--- config.mk ---
export PLATFORM = sky130hd
export DESIGN_NAME = brf_regs
export DESIGN_NICKNAME = d
export VERILOG_FILES = /design/src/hdl/brf_pkg.sv /design/src/hdl/brf_irq_pad.sv /design/src/hdl/brf_regs.sv
export VERILOG_INCLUDE_DIRS = /design/src /design/src/hdl
export SDC_FILE = /design/constraint.sdc
export NUM_CORES = 1
export LEC_CHECK = 0
export ABC_AREA = 1
export ABC_CLOCK_PERIOD_IN_PS = 1700
export BUFFER_PORTS_ARGS = -buffer_cell sky130_fd_sc_hd__buf_2
export CAP_MARGIN = 20
export CORE_MARGIN = 2
export CORE_UTILIZATION = 51
export CTS_BUF_LIST = sky130_fd_sc_hd__clkbuf_4 sky130_fd_sc_hd__clkbuf_8
export CTS_CLUSTER_SIZE = 8
export DETAILED_ROUTE_END_ITERATION = 6
export GPL_TIMING_DRIVEN = 0
export PLACE_DENSITY = 0.79
export SETUP_SLACK_MARGIN = 0.2
export SLEW_MARGIN = 20
export SYNTH_ARGS = -nofsm -noshare
export SYNTH_HDL_FRONTEND = slang
export SYNTH_SLANG_ARGS = --single-unit
--- constraint.sdc ---
create_clock -name clock -period 1.7 [get_ports clock]
set_input_delay 0.34 -clock clock [delete_from_list [all_inputs] [get_ports clock]]
set_output_delay 0.34 -clock clock [all_outputs]
set_load 0.01 [all_outputs]
--- src/hdl/brf_consts.svh ---
/*
 Constants for the barometer interrupt, FIFO control and reference register slice:
 register offsets, field positions, reset values and fixed counts.
 Assumes it is included by bare name from design files that need these values.
*/
`ifndef BRF_CONSTS_SVH
`define BRF_CONSTS_SVH

// Register offsets on the byte register port
`define BRF_OFS_IRQ_PIN_CONTROL   8'h12
`define BRF_OFS_FIFO_CONTROL      8'h14
`define BRF_OFS_REF_LOW           8'h15
`define BRF_OFS_REF_MID           8'h16
`define BRF_OFS_REF_HIGH          8'h17
`define BRF_OFS_OFFSET_LOW        8'h18
`define BRF_OFS_OFFSET_HIGH       8'h19
`define BRF_OFS_LOW_POWER_CONFIG  8'h1A
`define BRF_OFS_IRQ_SOURCE_FLAGS  8'h25

// Fields of irq_pin_control
`define BRF_BIT_ACTIVE_LOW        7
`define BRF_BIT_OPEN_DRAIN        6
`define BRF_BIT_FULL_EN           5
`define BRF_BIT_WATERMARK_EN      4
`define BRF_BIT_OVERRUN_EN        3
`define BRF_BIT_DATA_READY_EN     2
`define BRF_PIN_SRC_HI            1
`define BRF_PIN_SRC_LO            0

// Fields of fifo_control
`define BRF_FIFO_MODE_HI          7
`define BRF_FIFO_MODE_LO          5
`define BRF_WATERMARK_HI          4
`define BRF_WATERMARK_LO          0

// Fields of low_power_config and irq_source_flags
`define BRF_BIT_LOW_CURRENT       0
`define BRF_BIT_BOOT_STATUS       7
`define BRF_BIT_IRQ_ACTIVE        2
`define BRF_BIT_DIFF_LOW          1
`define BRF_BIT_DIFF_HIGH         0

// Reset values
`define BRF_RST_IRQ_PIN_CONTROL   8'h00
`define BRF_RST_FIFO_CONTROL      8'h00
`define BRF_RST_BYTE              8'h00
`define BRF_RST_LOW_POWER_CONFIG  8'h00

// FIFO depth and level count at full
`define BRF_FIFO_DEPTH            32
`define BRF_FIFO_FULL_COUNT       6'h20

// Pressure offset scale: the offset is shifted left by this many bits (times 256)
`define BRF_OFFSET_SHIFT          8

`endif

--- src/hdl/brf_pkg.sv ---
/*
 Types for the barometer register slice: FIFO modes and pin source selections.
 Assumes brf_consts.svh holds the numeric constants.
*/
package brf_pkg;

   // Buffering modes held in fifo_control
   typedef enum logic [2:0]
   {
      BRF_MODE_BYPASS           = 3'h0,
      BRF_MODE_FIFO             = 3'h1,
      BRF_MODE_STREAM           = 3'h2,
      BRF_MODE_STREAM_TO_FIFO   = 3'h3,
      BRF_MODE_BYPASS_TO_STREAM = 3'h4,
      BRF_MODE_RESERVED         = 3'h5,
      BRF_MODE_DYNAMIC_STREAM   = 3'h6,
      BRF_MODE_BYPASS_TO_FIFO   = 3'h7
   } brf_fifo_mode_t;

   // What drives the interrupt pin
   typedef enum logic [1:0]
   {
      BRF_SRC_DATA       = 2'h0,
      BRF_SRC_PRESS_HIGH = 2'h1,
      BRF_SRC_PRESS_LOW  = 2'h2,
      BRF_SRC_PRESS_ANY  = 2'h3
   } brf_pin_src_t;

endpackage : brf_pkg

--- src/hdl/brf_irq_pad.sv ---
/*
 Interrupt pad driver: turns the selected event into a pin level and an
 output enable, for push-pull or open-drain drive and either polarity.
 Assumes the pad cell or bench resolves the wire; enable is low while driving.
*/
`timescale 1ns/1ps
`include "brf_consts.svh"

module brf_irq_pad
(
   input  wire logic clock,
   input  wire logic nrst,
   input  wire logic event_level,
   input  wire logic active_low,
   input  wire logic open_drain,
   output logic      pin_o,
   output logic      pin_oe_n
);

   logic asserted_level;

   // Level the pin shows when the event is asserted
   assign asserted_level = ~active_low;

   // Registered pin drive; reset shows the idle level of active-high push-pull
   always_ff @(posedge clock or negedge nrst)
   begin
      if (!nrst)
      begin
         pin_o    <= 1'b0;
         pin_oe_n <= 1'b0;
      end
      else
      begin
         pin_o    <= event_level ? asserted_level : ~asserted_level;
         pin_oe_n <= open_drain & ~event_level;                      // Release when idle in open-drain only
      end
   end
endmodule : brf_irq_pad

--- src/hdl/brf_regs.sv ---
/*
 Register slice of the barometer: interrupt pin control, FIFO control,
 reference pressure, pressure offset, low-power configuration and the
 interrupt source flags, with the pin routing and offset subtraction.
 Assumes a serial interface core on the same clock that presents byte
 accesses as one-cycle strobes, and a sensor core on the same clock that
 provides FIFO level, events and the measured pressure.
*/
`timescale 1ns/1ps
`include "brf_consts.svh"

// Operation
// - Polarity bit 0 high, 1 low; resets 0
// - Drive bit 0 push-pull, 1 open-drain
// - Full enable routes FIFO full to pin; here only while data-ready, watermark and overrun enables are clear
// - Watermark enable routes threshold status to pin; here only while data-ready enable is clear
// - Overrun enable routes overrun to pin; here only while data-ready and watermark enables are clear
// - Data-ready enable routes data-ready to pin
// - Source field selects data, high, low, either
// - FIFO mode field bits 7:5, resets 000
// - Watermark level from bits 4:0
// - Reference is 24 bits over 15h..17h
// - Reference used when auto-zero or auto-reference on
// - Output is pressure minus 256 times offset; here only with diff_irq_en, auto_zero_en and auto_ref_en all off
// - Offset is 16 bits at 18h, 19h
// - Low-current bit selects low-current mode
// - Low-current applies to single-shot and continuous
// - Bit 7 of flags shows reboot running
// - Interrupt-active flag set when events generated
// - Differential low and high event flags
// - FIFO full at 32 samples, count 100000
// - Threshold status when level at watermark or above
module brf_regs
   import brf_pkg::*;
#(
   parameter int LEVEL_W = 6,
   parameter int PRESS_W = 24
)
(
   input  wire logic               clock,
   input  wire logic               nrst,
   // Byte register port from the serial interface core
   input  wire logic [7:0]         reg_addr,
   input  wire logic               reg_wr,
   input  wire logic [7:0]         reg_wdata,
   input  wire logic               reg_rd,
   output logic      [7:0]         reg_rdata,
   output logic                    reg_rvalid,
   // Sensor core status
   input  wire logic [LEVEL_W-1:0] fifo_level_count,
   input  wire logic               fifo_overrun,
   input  wire logic               data_ready,
   input  wire logic               press_high_evt,
   input  wire logic               press_low_evt,
   input  wire logic               boot_running,
   input  wire logic               diff_irq_en,
   input  wire logic               auto_zero_en,
   input  wire logic               auto_ref_en,
   input  wire logic [PRESS_W-1:0] measured_pressure,
   // Configuration towards the sensor core
   output brf_fifo_mode_t          fifo_mode,
   output logic      [4:0]         watermark_level,
   output logic                    fifo_threshold_status,
   output logic                    fifo_full,
   output logic      [PRESS_W-1:0] ref_pressure_value,
   output logic                    use_reference,
   output logic      [PRESS_W-1:0] pressure_out,
   output logic                    low_current_en,
   // Interrupt pin
   output logic                    irq_pin_o,
   output logic                    irq_pin_oe_n
);

   logic [7:0]         irq_pin_control;
   logic [7:0]         fifo_control;
   logic [7:0]         reference_pressure_low;
   logic [7:0]         reference_pressure_mid;
   logic [7:0]         reference_pressure_high;
   logic [7:0]         pressure_offset_low;
   logic [7:0]         pressure_offset_high;
   logic [7:0]         low_power_config;
   logic               diff_low_flag;
   logic               diff_high_flag;
   logic               irq_active_flag;
   logic               flags_read;
   logic [15:0]        pressure_offset_value;
   logic [PRESS_W-1:0] offset_scaled;
   logic               next_threshold;
   logic               next_full;
   logic               data_event;
   logic               selected_event;
   logic [7:0]         next_rdata;
   brf_pin_src_t       pin_source;

   // Write strobes per register
   logic wr_pin_ctl;
   logic wr_fifo_ctl;
   logic wr_ref_low;
   logic wr_ref_mid;
   logic wr_ref_high;
   logic wr_ofs_low;
   logic wr_ofs_high;
   logic wr_low_power;

   assign wr_pin_ctl   = reg_wr && (reg_addr == `BRF_OFS_IRQ_PIN_CONTROL);
   assign wr_fifo_ctl  = reg_wr && (reg_addr == `BRF_OFS_FIFO_CONTROL);
   assign wr_ref_low   = reg_wr && (reg_addr == `BRF_OFS_REF_LOW);
   assign wr_ref_mid   = reg_wr && (reg_addr == `BRF_OFS_REF_MID);
   assign wr_ref_high  = reg_wr && (reg_addr == `BRF_OFS_REF_HIGH);
   assign wr_ofs_low   = reg_wr && (reg_addr == `BRF_OFS_OFFSET_LOW);
   assign wr_ofs_high  = reg_wr && (reg_addr == `BRF_OFS_OFFSET_HIGH);
   assign wr_low_power = reg_wr && (reg_addr == `BRF_OFS_LOW_POWER_CONFIG);
   assign flags_read   = reg_rd && (reg_addr == `BRF_OFS_IRQ_SOURCE_FLAGS);

   // Interrupt pin control register; fields steer the pin routing below
   always_ff @(posedge clock or negedge nrst)
   begin
      if (!nrst)
         irq_pin_control <= `BRF_RST_IRQ_PIN_CONTROL;
      else if (wr_pin_ctl)
         irq_pin_control <= reg_wdata;
   end

   // FIFO control register: mode in the top three bits, watermark below
   always_ff @(posedge clock or negedge nrst)
   begin
      if (!nrst)
         fifo_control <= `BRF_RST_FIFO_CONTROL;
      else if (wr_fifo_ctl)
         fifo_control <= reg_wdata;
   end

   // Reference pressure bytes, low byte at the lowest offset
   always_ff @(posedge clock or negedge nrst)
   begin
      if (!nrst)
      begin
         reference_pressure_low  <= `BRF_RST_BYTE;
         reference_pressure_mid  <= `BRF_RST_BYTE;
         reference_pressure_high <= `BRF_RST_BYTE;
      end
      else
      begin
         if (wr_ref_low)
            reference_pressure_low <= reg_wdata;
         if (wr_ref_mid)
            reference_pressure_mid <= reg_wdata;
         if (wr_ref_high)
            reference_pressure_high <= reg_wdata;
      end
   end

   // Pressure offset bytes
   always_ff @(posedge clock or negedge nrst)
   begin
      if (!nrst)
      begin
         pressure_offset_low  <= `BRF_RST_BYTE;
         pressure_offset_high <= `BRF_RST_BYTE;
      end
      else
      begin
         if (wr_ofs_low)
            pressure_offset_low <= reg_wdata;
         if (wr_ofs_high)
            pressure_offset_high <= reg_wdata;
      end
   end

   // Low-power configuration; reserved bits are stored as written, the host keeps them legal
   always_ff @(posedge clock or negedge nrst)
   begin
      if (!nrst)
         low_power_config <= `BRF_RST_LOW_POWER_CONFIG;
      else if (wr_low_power)
         low_power_config <= reg_wdata;
   end

   // One mode bit for every conversion kind: the core has no per-kind override
   assign low_current_en = low_power_config[`BRF_BIT_LOW_CURRENT];

   // Configuration fields seen by the sensor core
   assign fifo_mode          = brf_fifo_mode_t'(fifo_control[`BRF_FIFO_MODE_HI:`BRF_FIFO_MODE_LO]);
   assign watermark_level    = fifo_control[`BRF_WATERMARK_HI:`BRF_WATERMARK_LO];
   assign ref_pressure_value = {reference_pressure_high, reference_pressure_mid, reference_pressure_low};
   assign pin_source         = brf_pin_src_t'(irq_pin_control[`BRF_PIN_SRC_HI:`BRF_PIN_SRC_LO]);

   // FIFO status derived from the stored level
   assign next_threshold = ({1'b0, watermark_level} <= fifo_level_count);
   assign next_full      = (fifo_level_count == `BRF_FIFO_FULL_COUNT);

   // Registered FIFO status so the pin path starts from a flop
   always_ff @(posedge clock or negedge nrst)
   begin
      if (!nrst)
      begin
         fifo_threshold_status <= 1'b0;
         fifo_full             <= 1'b0;
      end
      else
      begin
         fifo_threshold_status <= next_threshold;
         fifo_full             <= next_full;
      end
   end

   // Data signal: highest-priority enabled source wins, lower ones are masked
   always_comb
   begin
      if (irq_pin_control[`BRF_BIT_DATA_READY_EN])
         data_event = data_ready;
      else if (irq_pin_control[`BRF_BIT_WATERMARK_EN])
         data_event = fifo_threshold_status;
      else if (irq_pin_control[`BRF_BIT_OVERRUN_EN])
         data_event = fifo_overrun;
      else if (irq_pin_control[`BRF_BIT_FULL_EN])
         data_event = fifo_full;
      else
         data_event = 1'b0;
   end

   // Pin source selection
   always_comb
   begin
      case (pin_source)
         BRF_SRC_DATA:       selected_event = data_event;
         BRF_SRC_PRESS_HIGH: selected_event = press_high_evt;
         BRF_SRC_PRESS_LOW:  selected_event = press_low_evt;
         default:            selected_event = press_high_evt | press_low_evt;
      endcase
   end

   // Pad driver forms the level and enable from flops
   brf_irq_pad u_irq_pad
   (
      .clock       (clock),
      .nrst        (nrst),
      .event_level (selected_event),
      .active_low  (irq_pin_control[`BRF_BIT_ACTIVE_LOW]),
      .open_drain  (irq_pin_control[`BRF_BIT_OPEN_DRAIN]),
      .pin_o       (irq_pin_o),
      .pin_oe_n    (irq_pin_oe_n)
   );

   // Differential flags: sticky until the flag register is read; a new event wins over the clear
   always_ff @(posedge clock or negedge nrst)
   begin
      if (!nrst)
      begin
         diff_low_flag  <= 1'b0;
         diff_high_flag <= 1'b0;
      end
      else
      begin
         if (press_low_evt)
            diff_low_flag <= 1'b1;
         else if (flags_read)
            diff_low_flag <= 1'b0;
         if (press_high_evt)
            diff_high_flag <= 1'b1;
         else if (flags_read)
            diff_high_flag <= 1'b0;
      end
   end

   // Interrupt-active: any high or low pressure event generated since the last read
   always_ff @(posedge clock or negedge nrst)
   begin
      if (!nrst)
         irq_active_flag <= 1'b0;
      else if (press_low_evt || press_high_evt)
         irq_active_flag <= 1'b1;
      else if (flags_read)
         irq_active_flag <= 1'b0;
   end

   // Offset scaled by 256; upper bits beyond the output width drop off as in the core
   assign pressure_offset_value = {pressure_offset_high, pressure_offset_low};
   assign offset_scaled         = PRESS_W'({pressure_offset_value, 8'h00});

   // Pressure output; the differential paths belong to the core, so they pass raw pressure here
   always_ff @(posedge clock or negedge nrst)
   begin
      if (!nrst)
      begin
         pressure_out  <= '0;
         use_reference <= 1'b0;
      end
      else
      begin
         use_reference <= auto_zero_en | auto_ref_en;
         if (!diff_irq_en && !auto_zero_en && !auto_ref_en)
            pressure_out <= measured_pressure - offset_scaled;
         else
            pressure_out <= measured_pressure;
      end
   end

   // Read mux; unmapped offsets read zero
   always_comb
   begin
      if (reg_addr == `BRF_OFS_IRQ_PIN_CONTROL)
         next_rdata = irq_pin_control;
      else if (reg_addr == `BRF_OFS_FIFO_CONTROL)
         next_rdata = fifo_control;
      else if (reg_addr == `BRF_OFS_REF_LOW)
         next_rdata = reference_pressure_low;
      else if (reg_addr == `BRF_OFS_REF_MID)
         next_rdata = reference_pressure_mid;
      else if (reg_addr == `BRF_OFS_REF_HIGH)
         next_rdata = reference_pressure_high;
      else if (reg_addr == `BRF_OFS_OFFSET_LOW)
         next_rdata = pressure_offset_low;
      else if (reg_addr == `BRF_OFS_OFFSET_HIGH)
         next_rdata = pressure_offset_high;
      else if (reg_addr == `BRF_OFS_LOW_POWER_CONFIG)
         next_rdata = low_power_config;
      else if (reg_addr == `BRF_OFS_IRQ_SOURCE_FLAGS)
         next_rdata = {boot_running, 4'h0, irq_active_flag, diff_low_flag, diff_high_flag};
      else
         next_rdata = 8'h00;
   end

   // Read data stands one cycle after the strobe, then holds until the next read
   always_ff @(posedge clock or negedge nrst)
   begin
      if (!nrst)
      begin
         reg_rdata  <= 8'h00;
         reg_rvalid <= 1'b0;
      end
      else
      begin
         reg_rvalid <= reg_rd;
         if (reg_rd)
            reg_rdata <= next_rdata;
      end
   end
endmodule : brf_regs

After elaboration in Yosys (flattened, before gate mapping)
Cells that the tools add are included.

Flip-flop bits (word level): 105. Output and inout bits: 71. Logic and storage cells: 77. Input port bits: 58.

Add/sub/neg operators: 1. Magnitude comparators: 1. Equal/unequal tests: 12. Reductions and logical operators: 19. Bitwise operators: 5. Muxes and demuxes: 20.

Operator list (count): two-way mux 8 bit (9); == test 8 x 5 -> 1 bit (second input constant) (8); two-way mux 24 bit (1); subtractor 24 bit (1); logical AND 1 bit (11); two-way mux 1 bit (9); == test 8 x 6 -> 1 bit (second input constant) (1); == test 6 bit (second input constant) (1); less-or-equal comparator 5 x 6 -> 1 bit (1); nonzero test 2 bit (3); logical NOT 1 bit (3); case mux 1 bit (3 select lines) (1); == test 2 x 1 -> 1 bit (second input constant) (1); == test 2 bit (second input constant) (1); logical NOT 2 bit (1); inverter 1 bit (2); OR 1 bit (2); AND 1 bit (1); logical OR 1 bit (1).

Logic depth before layout (Yosys ltp)
Word-level depth: 10. Gate-level depth with buffers: 13. Mapped depth without buffers: 13.

By module
From an unflattened synthesis, not the netlist that was laid out.

Cells, all modules: 701. Area, all modules: 5561.6 µm².

Modules (own cells, without submodules): brf_regs (cells each 692, instances 1, seq. area each 2577.5 µm², area each 5485.3 µm²); brf_irq_pad (cells each 9, instances 1, seq. area each 50.0 µm², area each 76.3 µm²).

Worst setup path before layout
Ideal clock, no wire load.

Kind: input port to flip-flop. From: in measured_pressure[8]. To: reg pressure_out[14]. Arrival: 1649 ps. Setup time: 118 ps. Path buffers: 0. Stages on the path: 11. Data required time: 1582 ps. Slack: -67 ps. Cell sequence: inv_1 ha_1 inv_1 fa_1 nand3_1 nand2_1 nand3_1 nand2_1 or2_2 nand3_1 nand2_1.

Word-level cells in the longest chain between the ends: 2.

Ends and longest elaborated chain: from (decl) (RTL line brf_regs.sv:59) `input wire logic [PRESS_W-1:0] measured_pressure,`; subtractor 24 bit (RTL line brf_regs.sv:293) `pressure_out <= measured_pressure - offset_scaled;`; two-way mux 24 bit (RTL line brf_regs.sv:292) `if (!diff_irq_en && !auto_zero_en && !auto_ref_en)`; to (signal assigned) (RTL line brf_regs.sv:293); to (signal assigned) (RTL line brf_regs.sv:295) `pressure_out <= measured_pressure;`; to (decl) (RTL line brf_regs.sv:67) `output logic [PRESS_W-1:0] pressure_out,`.

Every way passes these cells. A chain may end at the register's enable or synchronous reset.

Worst setup path after layout
From: reg pressure_offset_low[0]. To: reg pressure_out[14].

Word-level cells in the longest chain between the ends: 2.

Ends and longest elaborated chain: from (decl) (RTL line brf_regs.sv:79) `logic [7:0] pressure_offset_low;`; from (signal assigned) (RTL line brf_regs.sv:158) `` pressure_offset_low <= `BRF_RST_BYTE; ``; from (signal assigned) (RTL line brf_regs.sv:164) `pressure_offset_low <= reg_wdata;`; subtractor 24 bit (RTL line brf_regs.sv:293); two-way mux 24 bit (RTL line brf_regs.sv:292).

Every way passes these cells.

==> flow_metrics.tcl <==
set metrics [dict create \
    place_congestion 0.925 \
    final_critical_path_setup_slack_ns -0.0366 \
    cts_made_buffers 9 \
    post-synth-top-area-cell "sky130_fd_sc_hd__dfrtp_1" \
    clock_path_buffers 2 \
    hold_violations 0 \
    synthesis.nets 758 \
    routed_wl_um 16500 \
    layout.cells.most_common "sky130_fd_sc_hd__nand2_1" \
    gr-usage-all-layers_pct 28.7 \
    worst_ep_required_time_ns 1.99 \
    die_w_um 108 \
    achievable-frequency_mhz 576 \
    run_status "finished, violations left" \
    peakVddDrop_uv 611 \
    worst_ep_arrival_time_ns 2.03 \
    final_cell_mix "182 x sky130_fd_sc_hd__nand2_1, 130 x sky130_fd_sc_hd__buf_2, 105 x sky130_fd_sc_hd__dfrtp_1, 58 x sky130_fd_sc_hd__inv_1, 51 x sky130_fd_sc_hd__o21ai_0" \
    max_slew_margin_pct 61.9 \
    antenna_found_initial 0 \
    worst-setup-path-type "reg -> reg" \
    layout_worst_path_cycle_share_pct 102 \
    placeableCoreArea_mm2 0.0107 \
    worstSkewPairLatency_ns 0.39 \
    per_instance_average_area_after_synthesis_um2 8.18 \
    drt_first_iter_violations 340 \
    vias 5425 \
    postSynthRegisterBits 105 \
    cts.reportedPaths.clkPinSlew_ns 0.11 \
    tritoncts "built" \
    tns_ns -0.0366 \
    antenna_cells 0 \
    ys_seq_area_share_pct 47.3 \
    dieArea_mm2 0.0117 \
    cts_root_buf "sky130_fd_sc_hd__clkbuf_8" \
    clock_skew_ns 0.0105 \
    startpoint_type "flop" \
    detailed_route_vias_per_instance 5.44 \
    cts.htree.levels 3 \
    die_h_um 108 \
    drt_pre_antenna_iters 5 \
    postSynthCellCount 679 \
    drv_cap 0 \
    clkSinkCount 105 \
    violations "negative setup slack" \
    rsz0062_at_grt "true" \
    area.growth.synth_to_final_pct 32.0 \
    synth_top_area_share_pct 47.3 \
    ios 129 \
    syn-cell-area_mm2 0.00555 \
    worst_hold_path_type "in -> reg" \
    cell_rows 38 \
    num-nets-final 932 \
    r2r_slack_ns -0.04 \
    drc 0 \
    synth.top_cells.by_area "sky130_fd_sc_hd__dfrtp_1 47%, sky130_fd_sc_hd__nand2_1 13%, sky130_fd_sc_hd__o21ai_0 5.7%" \
    dp_hpwl_um 11800 \
    detail-route-antenna-nets 0 \
    grt_max_degree 64 \
    grt_pass1_vias 5365 \
    period_minus_slack_ns 1.74 \
    ys_warn_count 0 \
    finalMaxSlewViolations 0 \
    finalSetupViolations 1 \
    worst_pin_slew_ns 0.571 \
    global_route_wire_length_before_repair_um 25600 \
    layout-drive-gt1-share_pct 36.0 \
    start_util_pct 51.7 \
    power.leakage_nw 3.71 \
    io_buffers 127 \
    synth.distinct_cells 35 \
    grt_overflow 0 \
    timing.critical_path.fanout_max 5 \
    place.detailed.instances 947 \
    routedWlPerCell_um 16.5 \
    powerDensity_mw_per_mm2 744 \
    fin_cells 998 \
    end_kind "flop" \
]
## layer usage
metal	part of all wire [%]	up-vias	global-route usage, %
met5	0	-	0
met4	3.6	0	15.3
met3	6.6	47	4.76
met2	52	217	51.6
met1	38	2595	32.6
li1	-	2566	-
## what timing repair did
item                                    4_1_cts  5_1_grt
buffers inserted                             24       10
resized for setup                            52       41
endpoints found under the setup margin       15       28
pin swaps                                    21       26
gates cloned                                  0        0
hold endpoints to repair                     42        0
hold buffers                                  1        0
## state kept, by name, indices dropped and copies added (netlist names), 8 cells and up
| signal | count |
|---|---|
| reference_pressure_mid | 8 |
| pressure_offset_low | 8 |
| pressure_offset_high | 8 |
| irq_pin_control | 8 |
| reference_pressure_low | 8 |
| reg_rdata | 8 |
| pressure_out | 24 |
| reference_pressure_high | 8 |
| low_power_config | 8 |
| fifo_control | 8 |
## synthesized netlist by cell type
| cell | number |
|---|---|
| sky130_fd_sc_hd__a31oi_1 | 1 |
| sky130_fd_sc_hd__fa_1 | 1 |
| sky130_fd_sc_hd__o21bai_1 | 8 |
| sky130_fd_sc_hd__a21oi_1 | 24 |
| sky130_fd_sc_hd__o21ai_0 | 63 |
| sky130_fd_sc_hd__or2_2 | 6 |
| sky130_fd_sc_hd__nand3_4 | 1 |
| sky130_fd_sc_hd__inv_2 | 4 |
| sky130_fd_sc_hd__nor2_4 | 2 |
| sky130_fd_sc_hd__nor3_4 | 2 |
| sky130_fd_sc_hd__nand2_4 | 2 |
| sky130_fd_sc_hd__nand3b_1 | 5 |
| sky130_fd_sc_hd__a22o_1 | 1 |
| sky130_fd_sc_hd__o21ai_1 | 15 |
| sky130_fd_sc_hd__buf_4 | 2 |
| sky130_fd_sc_hd__nand3_2 | 5 |
| sky130_fd_sc_hd__nand3_1 | 53 |
| sky130_fd_sc_hd__nor3_1 | 1 |
| sky130_fd_sc_hd__nor2_1 | 31 |
| sky130_fd_sc_hd__dfrtp_1 | 105 |
| sky130_fd_sc_hd__nor2_2 | 2 |
| sky130_fd_sc_hd__nand4_1 | 11 |
| sky130_fd_sc_hd__buf_6 | 3 |
| sky130_fd_sc_hd__and3_1 | 1 |
| sky130_fd_sc_hd__o211ai_1 | 1 |
| sky130_fd_sc_hd__clkbuf_1 | 6 |
| sky130_fd_sc_hd__inv_1 | 70 |
| sky130_fd_sc_hd__nand2_2 | 11 |
| sky130_fd_sc_hd__buf_2 | 5 |
| sky130_fd_sc_hd__nand2_1 | 194 |
| sky130_fd_sc_hd__xnor2_1 | 5 |
| sky130_fd_sc_hd__clkinv_1 | 1 |
| sky130_fd_sc_hd__ha_1 | 20 |
| sky130_fd_sc_hd__o21ai_2 | 16 |
| sky130_fd_sc_hd__a21o_1 | 1 |
## critical path, cell delays in order (launching register included)
cell and delay [ns]:
sky130_fd_sc_hd__dfrtp_1 0.40, sky130_fd_sc_hd__ha_4 0.15, sky130_fd_sc_hd__inv_4 0.03, sky130_fd_sc_hd__fa_2 0.39, sky130_fd_sc_hd__nand3_2 0.10, sky130_fd_sc_hd__nand2_4 0.08, sky130_fd_sc_hd__nand3_4 0.07, sky130_fd_sc_hd__nand2_4 0.07
sky130_fd_sc_hd__or2_4 0.24, sky130_fd_sc_hd__nand3_2 0.06, sky130_fd_sc_hd__nand2_1 0.06
## where the power goes
group | total (W) | switching, W | internal [W] | leakage [nW]
Clock | 0.00169 | 0.000946 | 0.000741 | 0.104
Sequential | 0.00269 | 0.0000736 | 0.00262 | 1.37
Combinational | 0.00107 | 0.000632 | 0.000442 | 2.23
Total | 0.00545 | 0.00165 | 0.00380 | 3.71
## kinds of logic (layout without fill, tap and decap cells)
family | Yosys count | count (layout) | share of synthesized area (%)
XOR/XNOR | 5 | 5 | 0.789
flip-flops | 105 | 105 | 47.3
AO/OA/AOI/OAI | 130 | 130 | 13.3
adder cells (fa/ha/maj) | 21 | 21 | 4.87
buffers and inverters | 91 | 270 | 6.81
AND/OR/NAND/NOR | 327 | 327 | 26.9
## worst paths after layout
kind	from	end	depth (start not counted)
worst max-delay path	pressure_offset_low[0]$_DFFE_PN0P_	pressure_out[14]$_DFF_PN0_	10
worst min-delay path	measured_pressure[2]	pressure_out[2]$_DFF_PN0_	1
worst max register to register	pressure_offset_low[0]$_DFFE_PN0P_	pressure_out[14]$_DFF_PN0_	10
worst min register to register	reg_rdata[5]$_DFFE_PN0P_	reg_rdata[5]$_DFFE_PN0P_	2
max in group asynchronous	nrst	diff_high_flag$_DFFE_PN0P_	3
min in group asynchronous	nrst	pressure_out[16]$_DFF_PN0_	2
## cell type report
| type | instances | area, um2 |
|---|---|---|
| clock inverter | 6 | 72.6 |
| inverter | 75 | 287 |
| timing repair buffer | 163 | 958 |
| sequential | 105 | 2630 |
| tap | 140 | 175 |
| buffer | 16 | 98.8 |
| multi-input combinational | 483 | 2970 |
| clock buffer | 10 | 138 |
| fill | 899 | 3420 |
## metrics by stage
step | power [W] | hold WS (ns) | utilization (%) | cell area (um2) | worst slack [ns]
final | 0.00545 | 0.0526 | 68.2 | 7330 | -0.0366
after global routing | 0.00567 | 0.0336 | 68.2 | 7330 | -0.135
after detailed placement | 0.00358 | 0.287 | 60.2 | 6470 | -0.231
after CTS | 0.00536 | 0.0426 | 66.2 | 7120 | 0.0237
after floorplan | 0.00320 | 0.0444 | - | 5630 | 0.0287
after global placement | 0.00353 | 0.448 | 59.9 | 6440 | -0.750
No activity file was read; power rests on OpenSTA's default activity.
